$ cat src/common/combo_wake_pkg.sv
package combo_wake_pkg;

  // ---------------------------------------------------------------
  // combination slot registers
  // ---------------------------------------------------------------
  localparam int unsigned SLOT_COUNT       = 3;
  localparam logic [7:0]  SLOT_BASE_ADDR   = 8'h65;
  localparam logic [7:0]  SLOT_RESET_VALUE = 8'hF8;
  localparam logic [1:0]  SLOT_ACTIVE_USED = 2'h0;
  localparam int unsigned SLOT_ACTIVE_MSB  = 7;
  localparam int unsigned SLOT_ACTIVE_LSB  = 6;
  localparam int unsigned SLOT_ROW_MSB     = 5;
  localparam int unsigned SLOT_ROW_LSB     = 3;
  localparam int unsigned SLOT_COL_MSB     = 2;
  localparam int unsigned SLOT_COL_LSB     = 0;

  // ---------------------------------------------------------------
  // scanner report
  // ---------------------------------------------------------------
  localparam int unsigned KEY_REPORTS      = 3;
  localparam int unsigned RESET_SYNC_DEPTH = 2;

  typedef struct packed {
    logic       down;
    logic [2:0] row;
    logic [2:0] col;
  } key_report_s;

  typedef struct packed {
    logic       wr;
    logic       rd;
    logic [7:0] addr;
    logic [7:0] wdata;
  } slot_access_s;

endpackage : combo_wake_pkg

$ cat src/logic/keypad_combo_wake_detector.sv
`timescale 1ns/100ps

module keypad_combo_wake_detector
  import combo_wake_pkg::*;
#(
  parameter int unsigned REPORTS = KEY_REPORTS
) (
  // clock and reset sources
  input  wire logic                        clock,
  input  wire logic                        nrst,
  input  wire logic                        power_on_ok,
  input  wire logic                        low_supply_lockout,
  // slot register access
  input  wire slot_access_s                slot_access,
  output logic [7:0]                       slot_rdata,
  output logic                             slot_rvalid,
  // keypad scanner report
  input  wire key_report_s [REPORTS-1:0]   key_report,
  input  wire logic                        scanner_asleep,
  input  wire logic                        combo_wake_enable,
  // wake and interrupt
  output logic                             wake_req,
  output logic                             combo_irq
);

  // -------------------------------------------------------------
  // reset combination and synchroniser
  // -------------------------------------------------------------
  logic                        rst_raw_n;
  logic [RESET_SYNC_DEPTH-1:0] rst_sync_q;
  logic                        rst_n;
  logic                        por_hold;
  logic                        pin_hold;
  logic                        lockout_hold;

  // power-on, external pin and lockout each force reset on their own
  assign por_hold     = ~power_on_ok;
  assign pin_hold     = ~nrst;
  assign lockout_hold = low_supply_lockout;
  assign rst_raw_n    = ~(por_hold | pin_hold | lockout_hold);

  always_ff @(posedge clock or negedge rst_raw_n) begin
    if (!rst_raw_n) begin
      rst_sync_q <= '0;
    end else begin
      rst_sync_q <= {rst_sync_q[RESET_SYNC_DEPTH-2:0], 1'b1};
    end
  end

  assign rst_n = rst_sync_q[RESET_SYNC_DEPTH-1];

  // -------------------------------------------------------------
  // combination slot registers
  // -------------------------------------------------------------
  logic [SLOT_COUNT-1:0][7:0] slot_q;

  function automatic logic slot_hit(input logic [7:0] addr, input int unsigned idx);
    slot_hit = (addr == SLOT_BASE_ADDR + 8'(idx));
  endfunction : slot_hit

  function automatic logic slot_used(input logic [7:0] slot);
    slot_used = (slot[SLOT_ACTIVE_MSB:SLOT_ACTIVE_LSB] == SLOT_ACTIVE_USED);
  endfunction : slot_used

  function automatic logic [2:0] slot_row(input logic [7:0] slot);
    slot_row = slot[SLOT_ROW_MSB:SLOT_ROW_LSB];
  endfunction : slot_row

  function automatic logic [2:0] slot_col(input logic [7:0] slot);
    slot_col = slot[SLOT_COL_MSB:SLOT_COL_LSB];
  endfunction : slot_col

  // a report position carries a slot key only while that key is down
  function automatic logic key_on_slot(input key_report_s rep, input logic [7:0] slot);
    key_on_slot = rep.down && rep.row == slot_row(slot) && rep.col == slot_col(slot);
  endfunction : key_on_slot

  logic [SLOT_COUNT-1:0] slot_we;

  // one enable per slot, so a strobe can only touch the slot it addresses
  always_comb begin
    slot_we = '0;
    for (int unsigned i = 0; i < SLOT_COUNT; i++) begin
      slot_we[i] = slot_access.wr && slot_hit(slot_access.addr, i);
    end
  end

  always_ff @(posedge clock or negedge rst_n) begin
    if (!rst_n) begin
      slot_q <= {SLOT_COUNT{SLOT_RESET_VALUE}};
    end else begin
      for (int unsigned i = 0; i < SLOT_COUNT; i++) begin
        if (slot_we[i]) begin
          slot_q[i] <= slot_access.wdata;
        end
      end
    end
  end

  // read data: unmapped addresses read as zero
  logic [7:0] rdata_d;
  logic [7:0] rdata_q;
  logic       rvalid_q;

  always_comb begin
    rdata_d = 8'h00;
    for (int unsigned i = 0; i < SLOT_COUNT; i++) begin
      if (slot_hit(slot_access.addr, i)) begin
        rdata_d = slot_q[i];
      end
    end
  end

  // read strobe answered one cycle later
  always_ff @(posedge clock or negedge rst_n) begin
    if (!rst_n) begin
      rvalid_q <= 1'b0;
    end else begin
      rvalid_q <= slot_access.rd;
    end
  end

  // read data holds until the next read
  always_ff @(posedge clock or negedge rst_n) begin
    if (!rst_n) begin
      rdata_q <= 8'h00;
    end else if (slot_access.rd) begin
      rdata_q <= rdata_d;
    end
  end

  assign slot_rdata  = rdata_q;
  assign slot_rvalid = rvalid_q;

  // -------------------------------------------------------------
  // combination match
  // -------------------------------------------------------------
  logic [SLOT_COUNT-1:0] slot_seen;
  logic [REPORTS-1:0]    report_known;
  logic                  any_used;
  logic                  all_seen;
  logic                  stray_key;
  logic                  match;

  // any report position may carry the key, so press order is irrelevant
  always_comb begin
    slot_seen    = '0;
    report_known = '0;
    for (int unsigned s = 0; s < SLOT_COUNT; s++) begin
      for (int unsigned k = 0; k < REPORTS; k++) begin
        if (slot_used(slot_q[s]) && key_on_slot(key_report[k], slot_q[s])) begin
          slot_seen[s]    = 1'b1;
          report_known[k] = 1'b1;
        end
      end
    end
  end

  // every used slot must have its key down
  always_comb begin
    any_used = 1'b0;
    all_seen = 1'b1;
    for (int unsigned s = 0; s < SLOT_COUNT; s++) begin
      if (slot_used(slot_q[s])) begin
        any_used = 1'b1;
        if (!slot_seen[s]) begin
          all_seen = 1'b0;
        end
      end
    end
  end

  // a down key that no used slot names spoils the match
  always_comb begin
    stray_key = 1'b0;
    for (int unsigned k = 0; k < REPORTS; k++) begin
      if (key_report[k].down && !report_known[k]) begin
        stray_key = 1'b1;
      end
    end
  end

  // with no used slot the detector stays silent
  assign match = any_used && all_seen && !stray_key;

  // -------------------------------------------------------------
  // wake and interrupt
  // -------------------------------------------------------------
  logic irq_d;
  logic irq_q;
  logic wake_d;
  logic wake_q;

  assign irq_d  = match && combo_wake_enable;
  // wake only matters while the scanner sleeps
  assign wake_d = irq_d && scanner_asleep;

  // interrupt stands while the match holds and combo_wake_enable is set
  always_ff @(posedge clock or negedge rst_n) begin
    if (!rst_n) begin
      irq_q <= 1'b0;
    end else begin
      irq_q <= irq_d;
    end
  end

  always_ff @(posedge clock or negedge rst_n) begin
    if (!rst_n) begin
      wake_q <= 1'b0;
    end else begin
      wake_q <= wake_d;
    end
  end

  assign combo_irq = irq_q;
  assign wake_req  = wake_q;

endmodule : keypad_combo_wake_detector

$ cat config.mk
export PLATFORM = sky130hd
export DESIGN_NAME = keypad_combo_wake_detector
export DESIGN_NICKNAME = d
export VERILOG_FILES = /design/src/common/combo_wake_pkg.sv /design/src/logic/keypad_combo_wake_detector.sv
export SDC_FILE = /design/constraint.sdc
export NUM_CORES = 1
export LEC_CHECK = 0
export ABC_AREA = 1
export BUFFER_PORTS_ARGS = -buffer_cell sky130_fd_sc_hd__buf_2
export CAP_MARGIN = 5
export CORE_MARGIN = 10
export CORE_UTILIZATION = 55
export DETAILED_ROUTE_END_ITERATION = 12
export PLACE_DENSITY = 0.82
export SYNTH_ARGS = -nofsm -noshare
export SYNTH_HDL_FRONTEND = slang
export SYNTH_SLANG_ARGS = --single-unit
$ cat constraint.sdc
create_clock -name clock -period 1.25 [get_ports clock]
set_input_delay 0.1875 -clock clock [delete_from_list [all_inputs] [get_ports clock]]
set_output_delay 0.1875 -clock clock [all_outputs]
set_load 0.05 [all_outputs]
==> key figures <==
Place
  – Post-DP HPWL: 6.52 mm
  – Placed cell area: 3270 um^2
  – IO buf count: 55
  – RePlAce Congestion: 0.968

Die
  – Vert. Die Dim: 89.6 um
  – Number of core rows: 25
  – Core ar.: 4720 um^2
  – Ports: 56
  – Chip width: 89.6 um
  – Die Footprint: 8030 um^2
  – Initial Utilization: 56.5%

Route
  – DRC viols: 0
  – Antenna-violating nets left: 0
  – DR pass1 iterations: 4
  – Initial DRC count: 216
  – Vias: 2738
  – DRT Wirelength: 8.04 mm
  – Via density per instance: 4.98
  – Routed len/inst: 14.6 um

Power
  – Power Density: 838 nW/um^2
  – Pwr Total: 2.86 mW
  – Max IR drop VDD: 882 uV
  – Leak Pwr: 1.82 nW

Cells and area
  – Design Area, Final: 3410 um^2
  – Share of layout cells above drive strength 1: 33.3%
  – P&R area growth vs syn: 27.9%
  – Nets: 527
  – N_diodes: 0

Global route
  – Total track usage: 21.4%
  – GRT Residual Overflow: 0
  – Number of global-route vias before repair: 2723
  – Largest net degree at the start of global routing: 24
  – Initial antenna violation count: 0
  – Global-route wire length before repair: 13.2 mm

Timing
  – Final count of hold timing violations: 0
  – Setup TNS: -0.540 ns
  – RSZ-0062 raised after global routing: true
  – Peak Freq: 651 MHz
  – Final worst slack: -0.287 ns
  – Pins over their slew limit: 0
  – Final setup vio count: 2
  – Layout Skew: 0.00832 ns
  – Fin crit period: 1.54 ns
  – Final Cycle Share: 123%

Worst setup path
  – CP Data Arrival Time: 1.78 ns
  – Worst Setup Start Kind: register
  – Kind of end point of the critical path: register
  – Critical Path Fanout Max: 5
  – WP data required: 1.50 ns
  – Crit Path Class: reg -> reg

CTS
  – CTS H-Tree Depth: 2
  – CTS tree: done
  – Postcts setup bufs: 0
  – Clock-pin slew on the worst setup and hold paths: 0.08 ns
  – Clk sinks: 37
  – Num CTS Buffers: 5
  – Worst skew pair latency: 0.31 ns
  – CTS max path bufs: 2
  – Root Driver: clkbuf_8

Yosys
  – Register area share after synthesis: 35.4%
  – Post-synthesis cell type count: 29
  – Syn nets: 430
  – Mapped Area: 2670 um^2
  – Yosys warns: 0
  – Syn Inst Count: 385
  – Flop and latch count out of synthesis: 37
  – Mean post-synth cell area: 6.93 um^2

Run status
  – Status: complete, but fails checks
  – Failing checks: negative setup slack

Worst hold path
  – Hold Path Class: in -> reg

Run
  – Max-cap violations: 0
[logic make-up (layout without fill, tap and decap cells)]
| logic type | Yosys count | after routing | synth area share (%) |
|---|---|---|---|
| AO/OA/AOI/OAI | 50 | 50 | 12.2 |
| XOR/XNOR | 28 | 28 | 9.20 |
| buffers and inverters | 68 | 166 | 10.9 |
| flip-flops | 37 | 37 | 35.4 |
| other | 1 | 1 | 0.141 |
| AND/OR/NAND/NOR | 201 | 201 | 32.1 |
[area by class of cell]
cell class | instances | area [um^2]
clock inverters | 3 | 25.0
inverters | 58 | 218
well taps | 67 | 83.8
multi-input cells | 280 | 1450
clock buffers | 5 | 68.8
repair buffers | 100 | 618
fillers | 413 | 1310
flip-flops and latches | 37 | 945
[worst max-delay path, stage by stage (launching register included)]
cell and delay, ns:
dfrtp_1 0.46, inv_2 0.09, nand2_1 0.07, nand2_1 0.09, nor2_2 0.18, nand2_2 0.08, nor2_2 0.12, nor2_1 0.04
nand2_1 0.05, nand2_1 0.06, nor2_2 0.09, nand3_2 0.08, nor2_2 0.08
[repair_timing]
action	4_1_cts	5_1_grt
endpoints found under the hold margin	2	0
setup endpoints to repair	2	5
pin swaps	2	2
gates resized for setup	3	8
hold buffers	2	0
[synth_stat cells (all sizes together)]
master	count	area share, %
nand3	15	3.0
o22ai	5	1.2
nor2	36	5.7
conb	1	0.14
o21ai	38	9.4
xor2	13	4.3
nand2	137	20
dfstp	15	15
a211oi	2	0.56
o31ai	1	0.28
nand4	5	1.2
inv	58	8.2
xnor2	15	4.9
clkbuf	4	0.75
and2	1	0.23
a21oi	4	0.75
nor3	7	2.2
buf	6	2.0
dfrtp	22	21
[through the flow]
step           utilization [%]  hold slack (ns)  setup slack, ns  cells
3_3_place_gp              69.3           0.0958           -0.291    540
5_1_grt                   72.2           0.0682           -0.412    550
4_1_cts                   71.9           0.0647           -0.265    550
2_1_floorplan                -          -0.0155          -0.0994    385
6_report                  72.2           0.0751           -0.287    550
3_5_place_dp              69.3           0.0999           -0.285    540
[path summary, 6_finish.rpt]
check / start / end / slack [ns] / cells after the start
max: slot_q[8]$_DFFE_PN0P_ / wake_req$_DFF_PN0_ / -0.29 / 12
min: slot_access[16] / slot_rvalid$_DFF_PN0_ / 0.08 / 1
max reg2reg: slot_q[8]$_DFFE_PN0P_ / wake_req$_DFF_PN0_ / -0.29 / 12
min reg2reg: rst_sync_q[1]$_DFF_PP0_ / slot_rdata[7]$_DFFE_PN0P_ / 0.20 / 1
max in group asynchronous: low_supply_lockout / rst_sync_q[1]$_DFF_PP0_ / 0.28 / 4
min in group asynchronous: rst_sync_q[1]$_DFF_PP0_ / slot_rdata[7]$_DFFE_PN0P_ / 0.20 / 1
[cell usage in the layout (no fill, tap or decap), drive strengths merged]
cell / count
a211oi: 2
a21oi: 4
and2: 1
buf: 98
clkbuf: 5
clkinv: 1
clkinvlp: 1
conb: 1
dfrtp: 22
dfstp: 15
dlygate4sd3: 2
inv: 59
nand2: 137
nand3: 15
nand4: 5
nor2: 36
nor3: 7
o21ai: 38
o22ai: 5
o31ai: 1
xnor2: 15
xor2: 13
[power breakdown]
group          internal [mW]  switching, mW
clock network          0.403          0.505
registers               1.26         0.0603
logic                  0.277          0.355
[sequential cells by signal, indices dropped and copies added (netlist names)]
| register | flops |
|---|---|
| slot_rdata | 8 |
| slot_rvalid | 1 |
| rst_sync_q | 2 |
| wake_req | 1 |
| combo_irq | 1 |
| slot_q | 24 |
[per-layer routing]
| metal | track usage [%] | up-vias | wire length (um) |
|---|---|---|---|
| li1 | - | 1376 | - |
| met2 | 35.0 | 89 | 3730 |
| met5 | 0 | - | 0 |
| met4 | 6.94 | 0 | 153 |
| met1 | 27.4 | 1262 | 3500 |
| met3 | 4.69 | 11 | 663 |
Note: power is estimated with default switching activity, not from simulation.
